**config.mk**
```make
export PLATFORM = sky130hd
export DESIGN_NAME = pioe_ctrl
export DESIGN_NICKNAME = d
export VERILOG_FILES = /design/src/pkg/pioe_pkg.sv /design/src/rtl/pioe_match.sv /design/src/rtl/pioe_outdrv.sv /design/src/rtl/pioe_ctrl.sv
export VERILOG_INCLUDE_DIRS = /design/src /design/src/pkg
export SDC_FILE = /design/constraint.sdc
export NUM_CORES = 1
export LEC_CHECK = 0
export ABC_AREA = 0
export BUFFER_PORTS_ARGS = -buffer_cell sky130_fd_sc_hd__buf_2
export CAP_MARGIN = 20
export CORE_MARGIN = 2
export CORE_UTILIZATION = 50
export DETAILED_ROUTE_END_ITERATION = 6
export PLACE_DENSITY = 0.78
export REMOVE_ABC_BUFFERS = 1
export SYNTH_ARGS = -nofsm -noshare
export SYNTH_HDL_FRONTEND = slang
export SYNTH_SLANG_ARGS = --single-unit
```
**constraint.sdc**
```tcl
create_clock -name clk -period 4.5 [get_ports clk]
set_input_delay 0.225 -clock clk [delete_from_list [all_inputs] [get_ports clk]]
set_output_delay 0.225 -clock clk [all_outputs]
set_load 0.005 [all_outputs]
```
**src/pkg/pioe_map.svh**
```systemverilog
// Offsets, field positions and reset values of the poll controller
`ifndef PIOE_MAP_SVH
`define PIOE_MAP_SVH

// ****************************************************************
// Register offsets (scratch-pad style status, plus own controls)
// ****************************************************************
`define PIOE_ADDR_TRIG0      8'h80
`define PIOE_ADDR_TRIG1      8'h81
`define PIOE_ADDR_TRIG2      8'h82
`define PIOE_ADDR_TRIG3      8'h83
`define PIOE_ADDR_MODE       8'h84
`define PIOE_ADDR_RUNSLOT    8'h85
`define PIOE_ADDR_STATUS     8'h87
`define PIOE_ADDR_IN_EN_LO   8'h90
`define PIOE_ADDR_IN_EN_HI   8'h91
`define PIOE_ADDR_IN_LVL_LO  8'h92
`define PIOE_ADDR_IN_LVL_HI  8'h93
`define PIOE_ADDR_OUT_EN_LO  8'h94
`define PIOE_ADDR_OUT_EN_HI  8'h95
`define PIOE_ADDR_OUT_LVL_LO 8'h96
`define PIOE_ADDR_OUT_LVL_HI 8'h97

// ****************************************************************
// Status register bit positions
// ****************************************************************
`define PIOE_ST_OUT_EN     0
`define PIOE_ST_IN_DEF     1
`define PIOE_ST_RUN_EN     2
`define PIOE_ST_LATCH      3
`define PIOE_ST_TRIG       4
`define PIOE_ST_LATCHED    5
`define PIOE_ST_WAIT_EVT   6
`define PIOE_ST_ACTIVE     7

// ****************************************************************
// Mode field layout and reset values
// ****************************************************************
`define PIOE_MODE_LATCH_BIT 3
`define PIOE_MODE_RESET     4'h0
`define PIOE_RUNSLOT_RESET  3'h0

`endif

```
**src/pkg/pioe_pkg.sv**
```systemverilog
// Types shared by the poll controller files
package pioe_pkg;

  // Base operation selected by the low three mode bits
  typedef enum logic [2:0] {
    PIOE_OP_OFF_CLEAR = 3'h0,
    PIOE_OP_OFF_KEEP  = 3'h1,
    PIOE_OP_OUT_WAIT  = 3'h2,
    PIOE_OP_RUN_ONLY  = 3'h3,
    PIOE_OP_ALL       = 3'h4,
    PIOE_OP_CLR_IN    = 3'h5,
    PIOE_OP_CLR_OUT   = 3'h6,
    PIOE_OP_CLR_BOTH  = 3'h7
  } pioe_op_t;

  // Controller sequencing state (one-hot)
  typedef enum logic [2:0] {
    PIOE_ST_IDLE  = 3'b001,
    PIOE_ST_OUT   = 3'b010,
    PIOE_ST_RUN   = 3'b100
  } pioe_state_t;

endpackage : pioe_pkg

```
**src/rtl/pioe_match.sv**
```systemverilog
// Input match detector for the polled pins
`timescale 1ns/1ps

module pioe_match
  import pioe_pkg::*;
#(
  parameter int N = 32
)
(
  // Pin samples and configuration
  input  wire logic [N-1:0] pins,
  input  wire logic [N-1:0] in_en,
  input  wire logic [N-1:0] in_lvl,
  // Results
  output logic      [N-1:0] hit,
  output logic              any_hit
);

  // A pin hits when defined as input and at its target level
  always_comb
  begin
    hit     = in_en & ~(pins ^ in_lvl);
    any_hit = |hit;
  end

endmodule : pioe_match

```
**src/rtl/pioe_outdrv.sv**
```systemverilog
// Output driver for the polled output pins
`timescale 1ns/1ps

module pioe_outdrv
  import pioe_pkg::*;
#(
  parameter int N = 32
)
(
  // Clock and reset
  input  wire logic         clk,
  input  wire logic         rst,
  input  wire logic         ce,
  // Control
  input  wire logic         update,
  input  wire logic         match,
  input  wire logic         latch_mode,
  input  wire logic         relatch,
  input  wire logic [N-1:0] out_en,
  input  wire logic [N-1:0] out_lvl,
  // Pins
  output logic      [N-1:0] pin_out,
  output logic              latched
);

  // Outputs only change on a poll update; erase leaves levels alone
  always_ff @(posedge clk or posedge rst)
  begin
    if (rst)
      pin_out <= '0;
    else if (ce && update)
    begin
      if (match)
        pin_out <= (pin_out & ~out_en) | (out_lvl & out_en);
      else if (!latch_mode || !latched)
        pin_out <= (pin_out & ~out_en) | (~out_lvl & out_en);
    end
  end

  // Latch record, cleared by a fresh mode write
  always_ff @(posedge clk or posedge rst)
  begin
    if (rst)
      latched <= 1'b0;
    else if (ce)
    begin
      if (update && match && latch_mode)
        latched <= 1'b1;
      else if (relatch)
        latched <= 1'b0;
    end
  end

endmodule : pioe_outdrv

```
**src/rtl/pioe_ctrl.sv**
```systemverilog
// Polled I/O event controller: mode, configuration, status and actions
`timescale 1ns/1ps
`include "pioe_map.svh"

module pioe_ctrl
  import pioe_pkg::*;
#(
  parameter int N = 32
)
(
  // Clock, reset, enable
  input  wire logic         clk,
  input  wire logic         rst,
  input  wire logic         ce,
  // Register port
  input  wire logic [7:0]   addr,
  input  wire logic [7:0]   wdata,
  input  wire logic         wr,
  input  wire logic         rd,
  output logic      [7:0]   rdata,
  // Interpreter interface
  input  wire logic         instr_gap,
  input  wire logic         wait_req,
  output logic              wait_done,
  output logic              run_req,
  output logic      [2:0]   run_slot,
  // I/O pins
  input  wire logic [N-1:0] pin_in,
  output logic      [N-1:0] pin_out,
  output logic      [N-1:0] pin_oe
);

  // ****************************************************************
  // Configuration and mode state
  // ****************************************************************
  logic [3:0]   mode;
  logic [N-1:0] in_en;
  logic [N-1:0] in_lvl;
  logic [N-1:0] out_en;
  logic [N-1:0] out_lvl;
  logic [N-1:0] trig;
  logic         wait_evt;
  logic         fired;
  logic [N-1:0] hit;
  logic         any_hit;
  logic         latched;
  logic         out_update;
  logic         mode_wr;
  logic         poll_pt;
  pioe_state_t  state;
  pioe_state_t  next_state;
  pioe_op_t     op;
  pioe_op_t     wop;

  // Decoded actions of a mode
  function automatic logic is_active(input pioe_op_t o);
    return (o == PIOE_OP_OUT_WAIT) || (o == PIOE_OP_RUN_ONLY) ||
           (o == PIOE_OP_ALL);
  endfunction : is_active

  function automatic logic out_on(input pioe_op_t o);
    return (o == PIOE_OP_OUT_WAIT) || (o == PIOE_OP_ALL);
  endfunction : out_on

  function automatic logic run_on(input pioe_op_t o);
    return (o == PIOE_OP_RUN_ONLY) || (o == PIOE_OP_ALL);
  endfunction : run_on

  // Byte lane helper for the 16-bit-per-group configuration words
  function automatic logic [N-1:0] put_byte(input logic [N-1:0] v,
                                            input int idx,
                                            input logic [7:0] b);
    logic [N-1:0] r;
    r = v;
    for (int i = 0; i < 8; i++)
      if (idx * 8 + i < N)
        r[idx * 8 + i] = b[i];
    return r;
  endfunction : put_byte

  function automatic logic [7:0] get_byte(input logic [N-1:0] v,
                                          input int idx);
    logic [7:0] r;
    r = 8'h00;
    for (int i = 0; i < 8; i++)
      if (idx * 8 + i < N)
        r[i] = v[idx * 8 + i];
    return r;
  endfunction : get_byte

  assign op      = pioe_op_t'(mode[2:0]);
  assign wop     = pioe_op_t'(wdata[2:0]);
  assign mode_wr = wr && (addr == `PIOE_ADDR_MODE);
  assign poll_pt = instr_gap && is_active(op) && (state == PIOE_ST_IDLE);

  // ****************************************************************
  // Sub-blocks
  // ****************************************************************
  pioe_match #(.N(N)) u_match
  (
    .pins    (pin_in),
    .in_en   (in_en),
    .in_lvl  (in_lvl),
    .hit     (hit),
    .any_hit (any_hit)
  );

  pioe_outdrv #(.N(N)) u_outdrv
  (
    .clk        (clk),
    .rst        (rst),
    .ce         (ce),
    .update     (out_update),
    .match      (any_hit),
    .latch_mode (mode[`PIOE_MODE_LATCH_BIT]),
    .relatch    (mode_wr),
    .out_en     (out_en),
    .out_lvl    (out_lvl),
    .pin_out    (pin_out),
    .latched    (latched)
  );

  // Polled outputs stay driven whether polling runs or not
  assign pin_oe = out_en;

  // ****************************************************************
  // Sequencer: output update first, run request after
  // ****************************************************************
  always_comb
  begin
    next_state = state;
    case (state)
      PIOE_ST_IDLE:
        if (instr_gap && is_active(op) && any_hit)
          next_state = out_on(op) ? PIOE_ST_OUT :
                       ((run_on(op) && !fired) ? PIOE_ST_RUN : PIOE_ST_IDLE);
        else if (instr_gap && is_active(op) && out_on(op))
          next_state = PIOE_ST_OUT;
      PIOE_ST_OUT:
        next_state = (run_on(op) && !fired && any_hit) ?
                     PIOE_ST_RUN : PIOE_ST_IDLE;
      PIOE_ST_RUN:
        next_state = PIOE_ST_IDLE;
      default:
        next_state = PIOE_ST_IDLE;
    endcase
  end

  always_ff @(posedge clk or posedge rst)
  begin
    if (rst)
      state <= PIOE_ST_IDLE;
    else if (ce)
      state <= mode_wr ? PIOE_ST_IDLE : next_state;
  end

  // Output pins refresh each poll in the out_on modes, following the match unless latched
  // A mode write cancels a pending refresh, so an erase never moves levels
  assign out_update = (state == PIOE_ST_OUT) && !mode_wr;
  // Pins defined while outputs enabled take part here at once

  // Run request pulse and one-shot record
  always_ff @(posedge clk or posedge rst)
  begin
    if (rst)
      run_req <= 1'b0;
    else if (ce)
      run_req <= (state == PIOE_ST_RUN) && !mode_wr;
  end

  always_ff @(posedge clk or posedge rst)
  begin
    if (rst)
      fired <= 1'b0;
    else if (ce)
    begin
      if (mode_wr && wdata[2:0] <= 3'h4)
        fired <= 1'b0;
      else if (state == PIOE_ST_RUN)
        fired <= 1'b1;
    end
  end

  // ****************************************************************
  // Mode register
  // ****************************************************************
  always_ff @(posedge clk or posedge rst)
  begin
    if (rst)
      mode <= `PIOE_MODE_RESET;
    else if (ce)
    begin
      if (mode_wr)
      begin
        if (wdata[2:0] <= 3'h4)
          mode <= wdata[3:0];
        else
          mode <= {wdata[3], mode[2:0]};
      end
      else if (state == PIOE_ST_RUN)
      begin
        if (op == PIOE_OP_RUN_ONLY)
          mode <= {mode[3], PIOE_OP_OFF_KEEP};
        else
          mode <= {mode[3], PIOE_OP_OUT_WAIT};
      end
    end
  end

  // ****************************************************************
  // Pin configuration and run slot
  // ****************************************************************
  always_ff @(posedge clk or posedge rst)
  begin
    if (rst)
    begin
      in_en  <= '0;
      in_lvl <= '0;
    end
    else if (ce)
    begin
      if (mode_wr && (wop == PIOE_OP_OFF_CLEAR || wop == PIOE_OP_CLR_IN ||
                      wop == PIOE_OP_CLR_BOTH))
      begin
        in_en  <= '0;
        in_lvl <= '0;
      end
      else if (wr)
      begin
        case (addr)
          `PIOE_ADDR_IN_EN_LO:  in_en  <= put_byte(in_en, 0, wdata);
          `PIOE_ADDR_IN_EN_HI:  in_en  <= put_byte(in_en, 1, wdata);
          `PIOE_ADDR_IN_LVL_LO: in_lvl <= put_byte(in_lvl, 0, wdata);
          `PIOE_ADDR_IN_LVL_HI: in_lvl <= put_byte(in_lvl, 1, wdata);
          default: ;
        endcase
      end
    end
  end

  // Output erase clears enables and target levels; pin levels stay put
  always_ff @(posedge clk or posedge rst)
  begin
    if (rst)
    begin
      out_en  <= '0;
      out_lvl <= '0;
    end
    else if (ce)
    begin
      if (mode_wr && (wop == PIOE_OP_OFF_CLEAR || wop == PIOE_OP_CLR_OUT ||
                      wop == PIOE_OP_CLR_BOTH))
      begin
        out_en  <= '0;
        out_lvl <= '0;
      end
      else if (wr)
      begin
        case (addr)
          `PIOE_ADDR_OUT_EN_LO:  out_en  <= put_byte(out_en, 0, wdata);
          `PIOE_ADDR_OUT_EN_HI:  out_en  <= put_byte(out_en, 1, wdata);
          `PIOE_ADDR_OUT_LVL_LO: out_lvl <= put_byte(out_lvl, 0, wdata);
          `PIOE_ADDR_OUT_LVL_HI: out_lvl <= put_byte(out_lvl, 1, wdata);
          default: ;
        endcase
      end
    end
  end

  always_ff @(posedge clk or posedge rst)
  begin
    if (rst)
      run_slot <= `PIOE_RUNSLOT_RESET;
    else if (ce && wr && addr == `PIOE_ADDR_RUNSLOT)
      run_slot <= wdata[2:0];
  end

  // ****************************************************************
  // Event status: trigger flags and wait event
  // ****************************************************************
  always_ff @(posedge clk or posedge rst)
  begin
    if (rst)
      trig <= '0;
    else if (ce)
    begin
      // A mode write clears, but a hit in the same cycle still sets
      if (mode_wr)
        trig <= poll_pt ? hit : '0;
      else if (poll_pt)
        trig <= trig | hit;
    end
  end

  // Set wins over the clear by a mode write
  always_ff @(posedge clk or posedge rst)
  begin
    if (rst)
      wait_evt <= 1'b0;
    else if (ce)
    begin
      if (instr_gap && out_on(op) && any_hit && state == PIOE_ST_IDLE)
        wait_evt <= 1'b1;
      else if (mode_wr)
        wait_evt <= 1'b0;
    end
  end

  // Wait released by the event in output/wait modes
  assign wait_done = wait_req && wait_evt && out_on(op);

  // ****************************************************************
  // Read port, data one cycle after the strobe
  // ****************************************************************
  always_ff @(posedge clk or posedge rst)
  begin
    if (rst)
      rdata <= 8'h00;
    else if (ce)
    begin
      rdata <= 8'h00;
      if (rd)
      begin
        case (addr)
          `PIOE_ADDR_TRIG0:      rdata <= get_byte(trig, 0);
          `PIOE_ADDR_TRIG1:      rdata <= get_byte(trig, 1);
          `PIOE_ADDR_TRIG2:      rdata <= get_byte(trig, 2);
          `PIOE_ADDR_TRIG3:      rdata <= get_byte(trig, 3);
          `PIOE_ADDR_MODE:       rdata <= {4'h0, mode};
          `PIOE_ADDR_RUNSLOT:    rdata <= {5'h00, run_slot};
          `PIOE_ADDR_STATUS:
          begin
            rdata[`PIOE_ST_OUT_EN]   <= out_on(op);
            rdata[`PIOE_ST_IN_DEF]   <= |in_en;
            rdata[`PIOE_ST_RUN_EN]   <= run_on(op) && !fired;
            rdata[`PIOE_ST_LATCH]    <= mode[`PIOE_MODE_LATCH_BIT];
            rdata[`PIOE_ST_TRIG]     <= |trig;
            rdata[`PIOE_ST_LATCHED]  <= latched;
            rdata[`PIOE_ST_WAIT_EVT] <= wait_evt;
            rdata[`PIOE_ST_ACTIVE]   <= is_active(op);
          end
          `PIOE_ADDR_IN_EN_LO:   rdata <= get_byte(in_en, 0);
          `PIOE_ADDR_IN_EN_HI:   rdata <= get_byte(in_en, 1);
          `PIOE_ADDR_IN_LVL_LO:  rdata <= get_byte(in_lvl, 0);
          `PIOE_ADDR_IN_LVL_HI:  rdata <= get_byte(in_lvl, 1);
          `PIOE_ADDR_OUT_EN_LO:  rdata <= get_byte(out_en, 0);
          `PIOE_ADDR_OUT_EN_HI:  rdata <= get_byte(out_en, 1);
          `PIOE_ADDR_OUT_LVL_LO: rdata <= get_byte(out_lvl, 0);
          `PIOE_ADDR_OUT_LVL_HI: rdata <= get_byte(out_lvl, 1);
          default:               rdata <= 8'h00;
        endcase
      end
    end
  end

endmodule : pioe_ctrl

```
* Word level (Yosys, flattened, before mapping) *
Index checks and enable logic that the tools add are counted.

storage, ports and cells
  register bits after elaboration = 214
  input bits = 55
  output and inout port bits = 77
  logic and storage cells = 177

operators by class
  $lt $le $gt $ge = 1
  eq/ne operators = 34
  mux-type cells = 35
  bitwise operators = 11
  reduce and logical (&&, ||, !) cells = 73

operator list
  cell                  count
  $mux W32              9
  $and A32 B32 Y32      4
  $pmux W16 S2          4
  $eq A8 B8 Y1 const B  15
  $pmux W8 S15          1
  $not A32 Y32          3
  $or A32 B32 Y32       3
  $reduce_or A32 Y1     3
  $mux W16              4
  $reduce_and A4 Y1     8
  $reduce_bool A2 Y1    16
  $xor A32 B32 Y32      1
  $mux W3               8
  $logic_and A1 B1 Y1   22
  $reduce_and A2 Y1     9
  $ne A2 B2 Y1 const B  8
  $eq A3 B3 Y1 const B  5
  $eq A3 B2 Y1 const B  3
  $logic_or A1 B1 Y1    9
  $mux W8               1
  $pmux W3 S2           1
  $mux W1               5
  $logic_not A1 Y1      4
  $mux W4               1
  other kinds (7)       7

* Longest topological paths before layout *
  depth in word-level cells = 9
  depth in mapped cells = 9
  mapped depth without buffers = 6

* Modules after synthesis *
From an unflattened synthesis, not the netlist that was laid out.

unflattened totals
  cell total of the unflattened synthesis = 844
  area, all modules = 8779.7 µm²

by module, submodules not included
  module       times used  cells an instance  area an instance (µm²)  sequential area each (µm²)
  pioe_ctrl    1           614                6113.4                  2929.1
  pioe_outdrv  1           145                2031.9                  825.8
  pioe_match   1           85                 634.4                   0.0

* Least setup slack after synthesis *
Ideal clock, no wire load.

  path type = reg-to-reg
  from = register trig[7]
  to = register rdata[4]
  library setup time = 142 ps
  arrival time = 1645 ps
  data required time = 4358 ps
  setup slack = 2713 ps
  cell stages (with the launch flop) = 7
  buffers on the path = 0
  clock period less this slack = 1787 ps
  cells stage by stage = dfrtp_1 nor4_1 nand4_1 or4_1 a221oi_1 nand4_1 a2bb2oi_1

on the way
  longest elaborated chain between the ends = 3

ends and longest elaborated chain
  item                            RTL line          text
  start: declaration              pioe_ctrl.sv:41   logic [N-1:0] trig;
  start signal: assignment        pioe_ctrl.sv:289  trig <= poll_pt ? hit : '0;
  start signal: assignment        pioe_ctrl.sv:291  trig <= trig | hit;
  $reduce_or A32 Y1               pioe_ctrl.sv:337  rdata[`PIOE_ST_TRIG] <= |trig;
  $pmux W8 S15                    pioe_ctrl.sv:324  case (addr)
  $mux W8                         pioe_ctrl.sv:322  if (rd)
  end signal: assignment          pioe_ctrl.sv:325  `PIOE_ADDR_TRIG0: rdata <= get_byte(trig, 0);
  end signal: indexed assignment  pioe_ctrl.sv:337
  end signal: indexed assignment  pioe_ctrl.sv:338  rdata[`PIOE_ST_LATCHED] <= latched;
  end: declaration                pioe_ctrl.sv:20   output logic [7:0] rdata,

Every way passes these cells.
A chain may end at the register's enable or synchronous reset.

* Worst setup path in the final report *
  from = register in_lvl[11]
  to = register u_outdrv.pin_out[4]

on the way
  longest elaborated chain between the ends = 6
  elaborated cells on any way between the ends = 7
  classes of those cells = mux: 1; bitwise: 3; reduce/logical: 3

ends and longest elaborated chain
  item                          RTL line           text
  start: declaration            pioe_ctrl.sv:38    logic [N-1:0] in_lvl;
  start signal: assignment      pioe_ctrl.sv:233   `PIOE_ADDR_IN_LVL_LO: in_lvl <= put_byte(in_lvl, 0, wdata);
  start signal: assignment      pioe_ctrl.sv:234   `PIOE_ADDR_IN_LVL_HI: in_lvl <= put_byte(in_lvl, 1, wdata);
  $xor A32 B32 Y32 *            pioe_match.sv:22   hit = in_en & ~(pins ^ in_lvl);
  $not A32 Y32 *                pioe_match.sv:22
  $and A32 B32 Y32 *            pioe_match.sv:22
  $reduce_or A32 Y1 *           pioe_match.sv:23   any_hit = |hit;
  $reduce_bool A2 Y1 (no line)  -
  $reduce_and A2 Y1 (no line)   -
  end signal: assignment        pioe_outdrv.sv:34  pin_out <= (pin_out & ~out_en) | (out_lvl & out_en);
  end signal: assignment        pioe_outdrv.sv:36  pin_out <= (pin_out & ~out_en) | (~out_lvl & out_en);
  end: declaration              pioe_outdrv.sv:22  output logic [N-1:0] pin_out,

Every way passes the cells marked *; elsewhere a longest branch is shown, timed or not.

==> qor.yml <==
outcome: "finished clean"
drcViolationCount: 0
chipHeight_um: 119
dp_cells: 968
post_layout_nonfiller_instances: 1003
dpl-instance-area_um2: 7000
antennaDiodeCount: 0
ff2ff_path_depth: 7
die_w_um: 119
clk_pin_slew_worst_paths_ns: 0.06
synth.lib_cells_used.distinct: 57
num_io_pins: 132
ir_worst_vdd_mv: 0.259
timing.critical_path.arrival_ns: 2.73
final-max-slew-violation-count: 0
relSlewSlack_pct: 39.6
first_pass_iters: 7
first_global_vias: 5615
routedWlPerCell_um: 20.5
cts_htree_levels: 4
synth.ff_latch_count: 119
synth-edff-count: 0
cts-buffers-inserted: 17
yosys_most_used_dff: "dfrtp_1"
crit_start: "in_lvl[11]"
required_ns: 4.79
number_of_post_cts_setup_repair_buffers: 0
clock_skew_ns: 0.0143
routed_wl_mm: 20.6
worstReg2RegEnd: "u_outdrv.pin_out[4]"
largest_net_degree_at_the_start_of_global_routing: 57
core_um2: 13100
syn_to_layout_area_delta_pct: 14.1
std_cell_rows: 42
final.setup.tns_ns: 0
syn_area_per_cell_um2: 8.85
netlist_area_um2: 6630
final-setup-viol-count: 0
p_leak_nw: 3.43
ys.warnings.count: 0
worst-setup-path-type: "reg -> reg"
drive_gt1_share_pct: 17.0
grt_pass1_wl_mm: 31.7
tritoncts: "done"
power_density_nw_per_um2: 387
synthCells: 749
grt_util_all_layers_pct: 29.7
synth_sequential_area_ratio_pct: 44.9
vias: 6157
drt-vias-per-instance: 6.14
cap_violations: 0
hpwl_mm: 14.5
initial_standard_cell_utilization_of_the_core_pct: 50.7
last_element_of_the_critical_path: "u_outdrv.pin_out[4]"
critPathCaptureType: "flip-flop"
ys_async_sr_fraction_pct: 100
grt-ovfl-total: 0
cts.sinks: 119
regToRegStartpoint: "in_lvl[11]"
place.gp.congestion: 0.995
ctsLongestPathBuffers: 2
clk_root_buffer_cell: "clkbuf_16"
io_buffers: 83
netlist.area_leader.share_pct: 44.5
setup_repair_after_global_routing_missed_its_margin: "false"
max_slew.worst_pin.slew_ns: 0.905
layout.cell_area.non_filler_um2: 7560
nets: 869
postRouteAntennaNets: 0
startpoint_type: "flip-flop"
source_to_sink_clock_delay_at_the_later_pin_of_the_worst_skew_pair_ns: 0.43
hold_class: "in -> reg"
post-synth-top-area-cell: "dfrtp_1"
grt_antenna_before_repair: 0
critPathMaxFanout: 13
die_area_um2: 14200
hold_viol: 0
layout_worst_path_cycle_share_pct: 54.4
maximum_clock_frequency_ghz: 0.409
drt_iter0_drc: 826
r2r_slack_ns: 2.05
synthTopCellsByArea: "dfrtp_1, nand2_1, o21ai_0"
finalWorstPathRequiredPeriod_ns: 2.45
timing.hold.worst_path_depth: 4
worst max-delay path, stage by stage, from the launching register on:
cell and delay [ns]:
dfrtp_1 0.45, xnor2_1 0.19, a22oi_1 0.24, and4_1 0.31, and2_1 0.44, buf_4 0.35
xnor2_1 0.20, a31oi_1 0.12
state kept, by name, summed over array words and instances, names as in the netlist:
name and cells:
fired 1, in_en 16, in_lvl 16, mode 4, out_lvl 16, pin_oe 16
rdata 8, run_req 1, run_slot 3, state 3, trig 17, u_outdrv.latched 1
u_outdrv.pin_out 16, wait_evt 1
synthesized netlist by cell type, drive strengths merged, types with 3 or more instances:
library cell,number
clkbuf,26
and3,5
a221oi,5
and2,8
nor2b,8
nor2,20
buf,50
a32oi,3
xnor2,33
a21o,3
nor3,6
o21ai,99
inv,15
mux2,10
o31ai,3
o2bb2ai,5
a31oi,20
a22oi,19
a22o,23
o22ai,5
nand2b,6
nor4,8
mux2i,11
nand4,7
a21oi,28
nand3,33
nor3b,6
dfrtp,118
nand2,139
area by class of cell:
type	instances	area [um^2]
sequential	119	2980
inverter	15	58.8
fill	1165	5520
multi-input combinational	570	3280
timing repair buffer	91	478
clock inverter	14	104
tap	176	220
clock buffer	18	439
placed cells by master, fill, tap and decap left out, drive strengths merged, types with 6 or more instances in the layout:
cell type,instances
nor2b,8
conb,32
clkinvlp,6
nand2,139
nor3b,6
a21oi,28
a31oi,20
mux2i,11
and2,8
nor3,6
a22o,23
clkinv,6
nor2,20
nand4,7
nor4,8
inv,17
nand3,33
xnor2,33
buf,90
dfrtp,118
nand2b,6
a22oi,19
o21ai,99
clkbuf,18
mux2,10
metrics by stage:
step	worst slack [ns]	hold slack [ns]	utilization [%]	power (mW)
final	2.05	0.113	57.8	2.93
after global routing	1.90	0.126	57.8	3.05
after CTS	1.89	0.104	57.7	2.94
after detailed placement	1.50	0.169	53.5	1.71
after global placement	1.60	0.164	53.5	1.70
after floorplan	1.12	0.332	-	1.51
cells by family after synthesis:
family          after synthesis  share of synthesized area [%]
compound gates              230                           21.9
xor+xnor                     33                           4.36
buf+inv                      91                           7.36
flops                       119                           44.9
mux                          21                           3.36
other cells                   1                         0.0566
simple gates                254                           18.0
layer usage:
layer / routed length (um) / GRT usage [%]
met1: 8900 / 42.0
met2: 9210 / 43.8
met3: 1790 / 7.33
met4: 640 / 12.3
met5: 0 / 0
power breakdown:
group          total (mW)  internal [mW]  switching [mW]  leakage (nW)
Sequential           1.24           1.15          0.0808          1.60
Clock                1.23          0.717           0.512         0.251
Combinational       0.465          0.183           0.282          1.58
repair_timing:
item,4_1_cts,5_1_grt
hold buffers,1,0
endpoints found under the hold margin,15,0
resized for setup,0,0
how the worst min path moves through the flow:
stage	startpoint	to	slack, ns
after CTS	pin_in[1]	trig[1]	0.10
final	pin_in[1]	trig[1]	0.11
after global placement	rst	u_outdrv.pin_out[8]	0.16
after floorplan	ce	run_req	0.33
after detailed placement	rst	u_outdrv.pin_out[8]	0.17
after global routing	wdata[4]	pin_oe[12]	0.13
Note: power is estimated with default switching activity, not from simulation.
